## src/rtl/sfp_pkg.sv

```systemverilog
// Purpose: Shared constants and types for the port forwarding policy block
// Assumes: 9 ports, 32-bit AXI4-Lite register access
// Notes:   All offsets are byte addresses of aligned words
package sfp_pkg;

  localparam int NPORT     = 9;
  localparam int PW        = 4;
  localparam int VID_LSB   = 4;
  localparam int VID_MSB   = 6;
  localparam int FIFO_W    = 32;
  localparam int FIFO_D    = 16;

  // Register byte offsets
  localparam logic [7:0] OFS_PORT0   = 8'h00;
  localparam logic [7:0] OFS_STATUS  = 8'h40;
  localparam logic [7:0] OFS_MIRROR  = 8'h44;
  localparam logic [7:0] OFS_RATE    = 8'h48;
  localparam logic [7:0] OFS_SLEEP   = 8'h4C;
  localparam logic [7:0] OFS_IDLE    = 8'h50;

  localparam logic [7:0]  PORT_CTRL_RST = 8'h00;
  localparam logic [15:0] IDLE_RST      = 16'h0100;

  // Mirror pins: bit 3 direction, bits 2:0 port, 3'h7 disables
  localparam int          MIR_DIR_BIT = 3;
  localparam logic [2:0]  MIR_OFF     = 3'h7;
  localparam logic [3:0]  MIR_PORT    = 4'h7;
  localparam logic [3:0]  CASC_PORT   = 4'h8;

  // Cascade rate multiplier from straps, in 100 Mbps units
  localparam logic [2:0] RATE_X1 = 3'h1;
  localparam logic [2:0] RATE_X2 = 3'h2;
  localparam logic [2:0] RATE_X3 = 3'h3;
  localparam logic [2:0] RATE_X4 = 3'h4;

  localparam logic [1:0] RESP_OKAY   = 2'h0;
  localparam logic [1:0] RESP_SLVERR = 2'h2;

  typedef enum logic [1:0] { ST_RUN, ST_STRAP } sfp_mode_t;

  typedef struct packed {
    logic [PW-1:0] src_port;
    logic [47:0]   src_mac;
    logic [47:0]   dst_mac;
    logic [PW-1:0] learned_port;
    logic          learned_hit;
  } sfp_pkt_t;

  typedef struct packed {
    logic [NPORT-1:0] fwd_mask;
    logic             relearn;
    logic [PW-1:0]    relearn_port;
  } sfp_dec_t;

  typedef struct packed {
    logic [31:0] awaddr;
    logic        awvalid;
    logic [31:0] wdata;
    logic [3:0]  wstrb;
    logic        wvalid;
    logic        bready;
    logic [31:0] araddr;
    logic        arvalid;
    logic        rready;
  } sfp_axi_req_t;

  typedef struct packed {
    logic        awready;
    logic        wready;
    logic [1:0]  bresp;
    logic        bvalid;
    logic        arready;
    logic [31:0] rdata;
    logic [1:0]  rresp;
    logic        rvalid;
  } sfp_axi_rsp_t;

endpackage : sfp_pkg

```

## src/rtl/sfp_fifo.sv

```systemverilog
// Purpose: Decision FIFO with valid/ready on both sides
// Assumes: Single clock, synchronous active-low reset
// Notes:   Depth must be a power of two
`timescale 1ns/100ps
module sfp_fifo #(
  parameter int W = 32,
  parameter int D = 16
) (
  // Clock, reset and enable
  input  wire logic         aclk,
  input  wire logic         aresetn,
  input  wire logic         ce,
  // Fill side
  input  wire logic         in_valid,
  output      logic         in_ready,
  input  wire logic [W-1:0] in_data,
  // Drain side
  output      logic         out_valid,
  input  wire logic         out_ready,
  output      logic [W-1:0] out_data
);
  localparam int AW = $clog2(D);
  typedef struct packed {
    logic [AW:0] wp;
    logic [AW:0] rp;
  } sfp_fifo_st_t;

  sfp_fifo_st_t s_q, s_d;
  logic [W-1:0] mem [D];
  logic         full, empty, push, pop;

  assign empty     = s_q.wp == s_q.rp;
  assign full      = (s_q.wp[AW-1:0] == s_q.rp[AW-1:0]) &&
                     (s_q.wp[AW] != s_q.rp[AW]);
  // Enable low shuts both sides so no item is lost while frozen
  assign in_ready  = !full && ce;
  assign out_valid = !empty && ce;
  assign push      = in_valid && !full && ce;
  assign pop       = out_ready && !empty && ce;
  assign out_data  = mem[s_q.rp[AW-1:0]];

  always_comb begin
    s_d = s_q;
    if (push) s_d.wp = s_q.wp + 1'b1;
    if (pop)  s_d.rp = s_q.rp + 1'b1;
  end

  always_ff @(posedge aclk) begin
    if (!aresetn) begin
      s_q <= '0;
    end else if (ce) begin
      s_q <= s_d;
    end
  end

  // Storage needs no reset; read only behind valid
  always_ff @(posedge aclk) begin
    if (push) mem[s_q.wp[AW-1:0]] <= in_data;
  end
endmodule : sfp_fifo

```

## src/rtl/sfp_policy.sv

```systemverilog
// Purpose: Forwarding policy of a 9-port switch: VLAN, trunk, mirror,
//          MAC sleep, cascade straps
// Assumes: 50 MHz aclk, synchronous pins, AXI4-Lite register access
// Notes:   Decisions leave through a 16-word FIFO
//
// Functional notes
// - Each of nine ports keeps a 3-bit VLAN id in control bits 6:4.
// - Forward only to other ports whose VLAN id equals the source's.
// - Trunk pin high makes ports 0 and 1 one logical port.
// - Trunk source address stored on a non-member port is relearned.
// - Trunk member chosen by hash of source and destination address.
// - A trunk member with link down hands all traffic to the other.
// - Mirror pins: bit 3 rx/tx, bits 2:0 port, all ones disables.
// - While enabled, chosen direction of mirrored port is copied to 7.
// - Floating mirror pins behave as mirroring disabled.
// - A MAC sleeps when its port neither receives nor transmits.
// - Data written to a transmit FIFO wakes the MAC at once.
// - CRS_DV assertion wakes the MAC and the frame is received.
// - Straps at reset set cascade rate: 11,10,01,00 = 100..400 Mbps.
// - Cascade rate comes from multiplying its reference clock.
// - Cascade port is an ordinary output with standard frames.
//
// Implementation choices: the AXI4-Lite register port and the register addresses.
`timescale 1ns/100ps
module sfp_policy
  import sfp_pkg::*;
(
  // Clock, reset, enable
  input  wire logic               aclk,
  input  wire logic               aresetn,
  input  wire logic               ce,
  // Register bus
  input  wire sfp_axi_req_t       axi_req,
  output      sfp_axi_rsp_t       axi_rsp,
  // Pins
  input  wire logic               trunk_en,
  input  wire logic [3:0]         mirror_select_pins,
  input  wire logic [1:0]         rate_straps,
  input  wire logic [NPORT-1:0]   link_up,
  input  wire logic [NPORT-1:0]   crs_dv,
  input  wire logic [NPORT-1:0]   tx_active,
  input  wire logic [NPORT-1:0]   txfifo_wr,
  // Packet lookup request
  input  wire logic               pkt_valid,
  output      logic               pkt_ready,
  input  wire sfp_pkt_t           pkt,
  // Forwarding decisions out
  output      logic               dec_valid,
  input  wire logic               dec_ready,
  output      sfp_dec_t           dec,
  // MAC and cascade control
  output      logic [NPORT-1:0]   mac_awake,
  output      logic [2:0]         casc_mult
);

  typedef struct packed {
    logic [NPORT-1:0][7:0]  port_ctrl;
    logic [NPORT-1:0]       asleep;
    logic [NPORT-1:0][15:0] idle_cnt;
    logic [15:0]            idle_lim;
    logic [2:0]             mult;
    sfp_mode_t              mode;
    logic                   aw_got;
    logic                   w_got;
    logic [7:0]             awaddr;
    logic [31:0]            wdata;
    logic [3:0]             wstrb;
    logic                   bvalid;
    logic [1:0]             bresp;
    logic                   rvalid;
    logic [31:0]            rdata;
    logic [1:0]             rresp;
  } sfp_st_t;

  sfp_st_t s_q, s_d;

  function automatic logic [2:0] vid_of(input logic [7:0] c);
    return c[VID_MSB:VID_LSB];
  endfunction : vid_of

  function automatic logic hash_bit(input logic [47:0] a,
                                    input logic [47:0] b);
    return ^(a ^ b);
  endfunction : hash_bit

  function automatic logic [2:0] rate_mult(input logic [1:0] s);
    case (s)
      2'b11:   return RATE_X1;
      2'b10:   return RATE_X2;
      2'b01:   return RATE_X3;
      default: return RATE_X4;
    endcase
  endfunction : rate_mult

  // Mirror decode; floating pins are expected pulled to ones
  logic       mir_on, mir_rx;
  logic [2:0] mir_port;
  assign mir_port = mirror_select_pins[2:0];
  assign mir_rx   = mirror_select_pins[MIR_DIR_BIT];
  assign mir_on   = mir_port != MIR_OFF;

  // Forwarding decision
  sfp_dec_t         d_new;
  logic [2:0]       svid;
  logic             src_trunk, pick1;
  logic [NPORT-1:0] mask;
  always_comb begin
    mask      = '0;
    svid      = vid_of(s_q.port_ctrl[pkt.src_port]);
    src_trunk = trunk_en && (pkt.src_port < 4'h2);
    for (int i = 0; i < NPORT; i++) begin
      // Cascade port is handled like any other output
      mask[i] = (vid_of(s_q.port_ctrl[i]) == svid) &&
                (PW'(i) != pkt.src_port);
    end
    if (trunk_en) begin
      if (src_trunk) mask[1:0] = 2'b00;
      pick1 = hash_bit(pkt.src_mac, pkt.dst_mac);
      if (!link_up[0]) pick1 = 1'b1;
      else if (!link_up[1]) pick1 = 1'b0;
      if (mask[0] || mask[1]) begin
        mask[0] = !pick1;
        mask[1] = pick1;
      end
    end else begin
      pick1 = 1'b0; // Ports stay independent
    end
    // Receive mirroring copies from the source side
    if (mir_on && mir_rx && pkt.src_port == PW'(mir_port))
      mask[MIR_PORT] = 1'b1;
    if (mir_on && !mir_rx && pkt.src_port != PW'(mir_port) &&
        mask[mir_port])
      mask[MIR_PORT] = 1'b1;
    d_new.fwd_mask     = mask;
    d_new.relearn      = src_trunk && pkt.learned_hit &&
                         (pkt.learned_port > 4'h1);
    d_new.relearn_port = pkt.src_port;
    if (!trunk_en)
      d_new.relearn = 1'b0;
  end

  sfp_fifo #(.W($bits(sfp_dec_t)), .D(FIFO_D)) u_fifo (
    .aclk      (aclk),
    .aresetn   (aresetn),
    .ce        (ce),
    .in_valid  (pkt_valid),
    .in_ready  (pkt_ready),
    .in_data   (d_new),
    .out_valid (dec_valid),
    .out_ready (dec_ready),
    .out_data  (dec)
  );

  // Register bus
  logic        wr_fire, rd_fire, aw_hs, w_hs;
  logic [7:0]  raddr;
  logic [31:0] rword;
  logic        rhit;

  // Handshakes gated by enable; a frozen cycle must not accept a transfer
  assign aw_hs   = axi_req.awvalid && !s_q.aw_got && !s_q.bvalid && ce;
  assign w_hs    = axi_req.wvalid && !s_q.w_got && !s_q.bvalid && ce;
  assign wr_fire = (s_q.aw_got || aw_hs) && (s_q.w_got || w_hs);
  assign rd_fire = axi_req.arvalid && !s_q.rvalid && ce;
  assign raddr   = axi_req.araddr[7:0];

  always_comb begin
    rword = '0;
    rhit  = 1'b1;
    if (raddr < OFS_STATUS && raddr[1:0] == 2'b00 &&
        raddr[7:2] < 6'(NPORT))
      rword[7:0] = s_q.port_ctrl[raddr[5:2]];
    else case (raddr)
      OFS_STATUS: rword[NPORT-1:0] = link_up;
      OFS_MIRROR: rword[5:0] = {mir_on, mir_rx, mirror_select_pins};
      OFS_RATE:   rword[2:0] = s_q.mult;
      OFS_SLEEP:  rword[NPORT-1:0] = s_q.asleep;
      OFS_IDLE:   rword[15:0] = s_q.idle_lim;
      default:    rhit = 1'b0;
    endcase
  end

  always_comb begin
    logic [7:0]  wa;
    logic [31:0] wd;
    logic [3:0]  ws;
    logic        whit;
    s_d  = s_q;
    wa   = s_q.aw_got ? s_q.awaddr : axi_req.awaddr[7:0];
    wd   = s_q.w_got ? s_q.wdata : axi_req.wdata;
    ws   = s_q.w_got ? s_q.wstrb : axi_req.wstrb;
    whit = 1'b0;
    if (s_q.mode == ST_STRAP) begin
      s_d.mult = rate_mult(rate_straps);
      s_d.mode = ST_RUN;
    end
    if (aw_hs) begin
      s_d.aw_got = 1'b1;
      s_d.awaddr = axi_req.awaddr[7:0];
    end
    if (w_hs) begin
      s_d.w_got = 1'b1;
      s_d.wdata = axi_req.wdata;
      s_d.wstrb = axi_req.wstrb;
    end
    if (wr_fire) begin
      if (wa < OFS_STATUS && wa[1:0] == 2'b00 && wa[7:2] < 6'(NPORT)) begin
        whit = 1'b1;
        if (ws[0]) s_d.port_ctrl[wa[5:2]] = wd[7:0];
      end else if (wa == OFS_IDLE) begin
        whit = 1'b1;
        if (ws[0]) s_d.idle_lim[7:0]  = wd[7:0];
        if (ws[1]) s_d.idle_lim[15:8] = wd[15:8];
      end else if (wa == OFS_STATUS || wa == OFS_MIRROR ||
                   wa == OFS_RATE || wa == OFS_SLEEP) begin
        whit = 1'b1;
      end
      s_d.aw_got = 1'b0;
      s_d.w_got  = 1'b0;
      s_d.bvalid = 1'b1;
      s_d.bresp  = whit ? RESP_OKAY : RESP_SLVERR;
    end
    if (s_q.bvalid && axi_req.bready) s_d.bvalid = 1'b0;
    if (rd_fire) begin
      s_d.rvalid = 1'b1;
      s_d.rdata  = rword;
      s_d.rresp  = rhit ? RESP_OKAY : RESP_SLVERR;
    end
    if (s_q.rvalid && axi_req.rready) s_d.rvalid = 1'b0;
    // MAC sleep: wake wins over idle timeout
    for (int i = 0; i < NPORT; i++) begin
      if (crs_dv[i] || txfifo_wr[i]) begin
        s_d.asleep[i]   = 1'b0;
        s_d.idle_cnt[i] = '0;
      end else if (tx_active[i]) begin
        s_d.idle_cnt[i] = '0;
      end else if (!s_q.asleep[i]) begin
        if (s_q.idle_cnt[i] >= s_q.idle_lim)
          s_d.asleep[i] = 1'b1;
        else
          s_d.idle_cnt[i] = s_q.idle_cnt[i] + 16'h0001;
      end
    end
  end

  always_ff @(posedge aclk) begin
    if (!aresetn) begin
      s_q           <= '0;
      s_q.port_ctrl <= {NPORT{PORT_CTRL_RST}};
      s_q.idle_lim  <= IDLE_RST;
      s_q.mode      <= ST_STRAP;
    end else if (ce) begin
      s_q <= s_d;
    end
  end

  assign axi_rsp.awready = aw_hs;
  assign axi_rsp.wready  = w_hs;
  assign axi_rsp.bvalid  = s_q.bvalid;
  assign axi_rsp.bresp   = s_q.bresp;
  assign axi_rsp.arready = rd_fire;
  assign axi_rsp.rvalid  = s_q.rvalid;
  assign axi_rsp.rdata   = s_q.rdata;
  assign axi_rsp.rresp   = s_q.rresp;
  // Wake requests show at once, before the register catches up
  assign mac_awake = ~s_q.asleep | crs_dv | txfifo_wr;
  assign casc_mult = s_q.mult;
endmodule : sfp_policy

```

## config.mk

```make
export PLATFORM = sky130hd
export DESIGN_NAME = sfp_policy
export DESIGN_NICKNAME = d
export VERILOG_FILES = /design/src/rtl/sfp_pkg.sv /design/src/rtl/sfp_fifo.sv /design/src/rtl/sfp_policy.sv
export SDC_FILE = /design/constraint.sdc
export NUM_CORES = 1
export LEC_CHECK = 0
export BUFFER_PORTS_ARGS = -buffer_cell sky130_fd_sc_hd__buf_4
export CAP_MARGIN = 0
export CORE_ASPECT_RATIO = 0.8
export CORE_UTILIZATION = 46
export DETAILED_ROUTE_END_ITERATION = 8
export GPL_ROUTABILITY_DRIVEN = 0
export PLACE_DENSITY = 0.77
export SLEW_MARGIN = 30
export SYNTH_ARGS = -nofsm -noshare
export SYNTH_HDL_FRONTEND = slang
export SYNTH_SLANG_ARGS = --single-unit
```

## constraint.sdc

```tcl
create_clock -name aclk -period 6 [get_ports aclk]
set_input_delay 0.3 -clock aclk [delete_from_list [all_inputs] [get_ports aclk]]
set_output_delay 0.3 -clock aclk [all_outputs]
set_load 0.005 [all_outputs]
```

After elaboration in Yosys (flattened, before gate mapping). Memory sizes are Yosys's and may differ from the RTL's. A register that Yosys moved wholly into a read port is not among the register bits. Index checks and enable logic that the tools add are counted.

Bits in latches: 0. ROM bits: 0. Memories: 1. RAM bits: 224. Bits in registers: 305. Input bits: 258.

Multiplexer cells: 120. Equal/unequal tests: 63. Bitwise gates (word level): 5. Reductions and logical operators: 104. Shift-type cells: 0. Multipliers: 0. Div/mod/pow operators: 0. Order comparisons: 20. Add/sub/neg operators: 11.

Memories: u_fifo.mem (depth 16, width 14, rd ports 1, clocked after Yosys merged registers in 1, wr ports 1, line sfp_fifo.sv:29) `logic [W-1:0] mem [D];`.

Operators with widths (count): 16-bit two-way mux (37); 16-bit by 1-bit adder with 16-bit output, second input constant (9); 16-bit >= comparator (9); 8-bit by 7-bit equality test with 1-bit output, second input constant (10); 72-bit bitwise mux (1); 8-bit binary-select mux with 4-bit select (2); 1-bit two-way mux (55); 48-bit parity (1); 48-bit bitwise XOR (1); 1-bit logical AND (40); 8-bit two-way mux (5); 2-bit AND reduction (20); 35-bit two-way mux (1); 8-bit demux with 4-bit select (1); 3-bit != test, second input constant (10); 3-bit equality test (9); 3-bit by 2-bit != test with 1-bit output, second input constant (9); 3-bit AND reduction (9); 2-bit by 1-bit != test with 1-bit output, second input constant (9); 9-bit OR (2); 3-bit one-hot mux with 3 select lines (2); 8-bit by 7-bit < comparator with 1-bit output, second input constant (2); 2-bit two-way mux (8); 3-bit by 4-bit != test with 1-bit output, first input constant (4); other kinds (33) (67).

Depth between registers and ports, before layout.
Depth after elaboration: 13. Mapped depth: 16.

By module. A second synthesis with hierarchy kept.

Cell total of the unflattened synthesis: 2618. Area, all modules: 28317.2 um^2.

By module, submodules not included: sfp_policy (times used 1, area an instance 18866.8 um^2, cells an instance 2200); sfp_fifo (times used 1, area an instance 9450.3 um^2, cells an instance 418).

Worst setup path before layout. Ideal clock, no wire load.

Kind: input -> register. Start point: in pkt[101] (netlist name). End point: mem u_fifo.mem[0][12] (netlist name) (data pin). Setup time: 0.230 ns. Cell stages on the path: 12. Buffers on the path: 1. Data arrival time: 4.101 ns. Setup slack: 1.669 ns. Cell sequence: buf_6 -> mux4_2 -> nor2b_1 -> a31oi_4 -> o21ai_4 -> xor2_1 -> a2111oi_0 -> mux2i_1 -> o21ai_1 -> a21oi_1 -> o21a_1 -> o21ai_2.

RTL lines: start: declaration (line sfp_policy.sv:46) `input wire sfp_pkt_t pkt,`; end: declaration (line sfp_fifo.sv:29).

Worst setup path after layout.
Start point: reg s_q[89] (netlist name). End point: reg s_q[204] (netlist name).

Word-level cells in the longest chain between the ends: 3.

RTL lines: start: declaration (line sfp_policy.sv:75) `sfp_st_t s_q, s_d;`; 16-bit >= comparator (line sfp_policy.sv:238) `if (s_q.idle_cnt[i] >= s_q.idle_lim)`; 3-bit != test (no line); 3-bit AND reduction (no line).

Every way passes these cells. A chain may end at the register's enable or synchronous reset.

==> results.json <==
{
  "initial_utilization": 0.467,
  "cap_viol_max_count": 0,
  "syn_inst": 2672,
  "grt_pass1_vias": 20100,
  "grt_pass1_wl_um": 115000,
  "synth_warnings": 0,
  "fp.dieH_um": 222,
  "hp-start": "axi_req[72]",
  "dieWidth_um": 277,
  "synth_edf_count": 224,
  "ys_types": 80,
  "design.die.area_mm2": 0.0617,
  "tns_ns": 0,
  "final_common_cell": "dfxtp_1",
  "std_cell_rows": 80,
  "synth_seq_area_share": 0.461,
  "endpoint_kind": "flip-flop",
  "min_period_over_period": 0.702,
  "grt_max_degree": 79,
  "setup_ws_ns": 1.79,
  "worstMarginPinSlew_ns": 0.964,
  "final_cell_area_mm2": 0.0324,
  "power_mw": 8.05,
  "crit_type": "flip-flop to flip-flop",
  "fin_skew_ns": 0.0404,
  "ctsResizeCount": 0,
  "ff2ff_path_depth": 13,
  "cts-root-buf": "clkbuf_16",
  "place_hpwl_um": 50000,
  "grt-ovfl-total": 0,
  "finalHoldViolCount": 0,
  "antenna_found_initial": 3,
  "dpl-instance-area_mm2": 0.0304,
  "syn_area_mm2": 0.0279,
  "clock-sinks": 531,
  "hp-class": "primary input to flip-flop",
  "cts_buffer_depth": 3,
  "r2r-start": "s_q[89]",
  "holdWs_ns": 0.0274,
  "fill_cells": 5126,
  "synth_area_per_cell_um2": 10.5,
  "async_reset_ff_frac": 0,
  "ys_ff_latch": 531,
  "reg2reg_to": "s_q[204]",
  "max_stage_delay_ns": 0.87,
  "grt_use_total": 0.238,
  "grt.busiest_layer": "met2",
  "met2_usage": 0.360,
  "maxSlewHeadroom": 0.339,
  "yosys.area.top_type": "edfxtp_1",
  "hold_end": "s_q[83]",
  "drc": 0,
  "post_cts_buffers": 0,
  "dr.first_iter.drc_count": 2192,
  "rsz0062_at_grt": "false",
  "status": "finished, final reports clean",
  "vias_per_cell": 5.75,
  "port_buffers": 241,
  "drive_gt1_frac": 0.176,
  "power_density_mw_per_mm2": 248,
  "htree_levels": 2,
  "crit_fanout": 15,
  "antenna_left": 0,
  "preCtsSetupSlack_ns": 1.87,
  "cts_tree": "done",
  "worst_path_max_delay_cell": "dfxtp_1",
  "worst_setup_path_start_kind": "flip-flop",
  "synth_top_area_share": 0.241,
  "path_common_cell": "a21o_1",
  "path_clk_slew_ns": 0.07,
  "setup-violations-final": 0,
  "area_delta_synth_final_pct": 16.2,
  "pin_count": 327,
  "nets": 3310,
  "cp.arrival_ns": 4.75,
  "final_max_slew_viol_count": 0,
  "cp_top_family": "compound AO/OA/AOI/OAI gates",
  "layout_min_cycle_time_ns": 4.21,
  "first_pass_iters": 5,
  "synth-main-ff-cell": "dfxtp_1",
  "irDropWorstVdd_mv": 0.235,
  "synth_area_leaders": "edfxtp_1 24%, dfxtp_1 22%, mux4_2 7.5%",
  "met1_usage": 0.336,
  "rrSetupSlack_ns": 1.79,
  "clkLatencyLatePin_ns": 0.62,
  "path_cells": "ha_1 -> nand2b_1 -> a21o_1 -> a21o_1 -> a21o_1 -> a21o_1 -> a21o_1 -> a21o_1 -> a21oi_1 -> o21ai_1 -> or2_0 -> or4_1 -> a31oi_1",
  "vias": 21400,
  "fmax_ghz": 0.238,
  "numCtsBuffers": 52,
  "wire_per_inst_um": 20.0,
  "wl_um": 74200,
  "final_cell_mix": "305 x dfxtp_1, 304 x nor2_1, 280 x buf_4, 224 x edfxtp_1, 219 x nand2_1",
  "holdPathStages": 3,
  "use_met3": 0.0600,
  "coreArea_mm2": 0.0599,
  "required_ns": 6.54,
  "p_leak_nw": 11.6,
  "path_buf_inv": 0
}
==> power by group <==
group	leakage, nW	switching [mW]	total, mW	internal (mW)
registers	4.53	0.0368	3.86	3.83
logic	6.24	0.512	0.938	0.425
clock network	0.833	1.43	3.24	1.82
==> worst reg2reg max path: stages (launching register included) <==
cell and delay [ns]:
dfxtp_1 0.87, ha_1 0.36, nand2b_1 0.14, a21o_1 0.17
a21o_1 0.16, a21o_1 0.17, a21o_1 0.18, a21o_1 0.17
a21o_1 0.16, a21oi_1 0.19, o21ai_1 0.27, or2_0 0.57
or4_1 0.57, a31oi_1 0.16
==> Yosys cell counts, types with 30 or more instances <==
master,n
nor2_1,311
edfxtp_1,224
a211oi_1,88
nor4_1,30
ha_1,161
nand3_1,91
xor2_1,54
xnor2_1,152
mux2i_1,40
mux4_2,93
dfxtp_1,307
nand2_1,219
nor3_1,38
buf_4,44
a21oi_1,152
a21o_1,67
inv_1,68
clkbuf_1,102
o21ai_0,58
nand4_1,37
==> how the worst max path moves through the flow <==
stage                  start                end  slack, ns  cells past startpoint
global placement     s_q[89]           s_q[204]       1.94                     13
finish               s_q[89]           s_q[204]       1.79                     13
CTS                  s_q[89]           s_q[204]       1.85                     13
detailed placement   s_q[89]           s_q[204]       1.87                     13
global route         s_q[89]           s_q[204]       1.59                     13
floorplan           pkt[101]  u_fifo.mem[0][12]       1.67                     12
==> logic make-up (layout without fill, tap and decap cells) <==
group                      after synthesis  in the layout  synth area share
other                                    1             21          0.000134
AOI/OAI and AO/OA                      524            524             0.126
buffers and inverters                  239            483            0.0385
DFF                                    531            531             0.461
muxes                                  140            140            0.0927
xor gates and xnor gates               207            207            0.0654
and+or+nand+nor                        869            869             0.144
adders and majority gates              161            161            0.0721
==> through the flow <==
stage,utilization,cells
2_1_floorplan,-,2689
3_3_place_gp,0.507,3580
3_5_place_dp,0.507,3581
4_1_cts,0.541,3712
5_1_grt,0.542,3712
6_report,0.542,3715
==> layout make-up <==
| class | count | area [um^2] | area share |
|---|---|---|---|
| inverters | 71 | 272 | 0.00837 |
| clock inverters | 25 | 223 | 0.00687 |
| clock buffers | 71 | 1470 | 0.0454 |
| flip-flops and latches | 531 | 12900 | 0.397 |
| diodes | 3 | 7.51 | 0.000231 |
| repair buffers | 316 | 2460 | 0.0758 |
| multi-input cells | 1919 | 14100 | 0.436 |
| well taps | 779 | 975 | 0.0300 |
==> timing repair <==
action | 4_1_cts | 5_1_grt
hold buffers | 35 | 0
setup endpoints to repair | 0 | 0
endpoints found under the hold margin | 35 | 0
==> flip-flops by register name (all words and copies together) (netlist names), named ones only <==
signal	cells
axi_rsp	20
casc_mult	3
s_q	270
u_fifo.mem	224
u_fifo.s_q	10
==> routing by layer <==
| layer | vias up | wire, um |
|---|---|---|
| li1 | 10200 | - |
| met1 | 10200 | 32500 |
| met2 | 822 | 32900 |
| met3 | 98 | 7110 |
| met4 | 0 | 1730 |
| met5 | - | 0 |
Note: power is estimated with default switching activity, not from simulation.
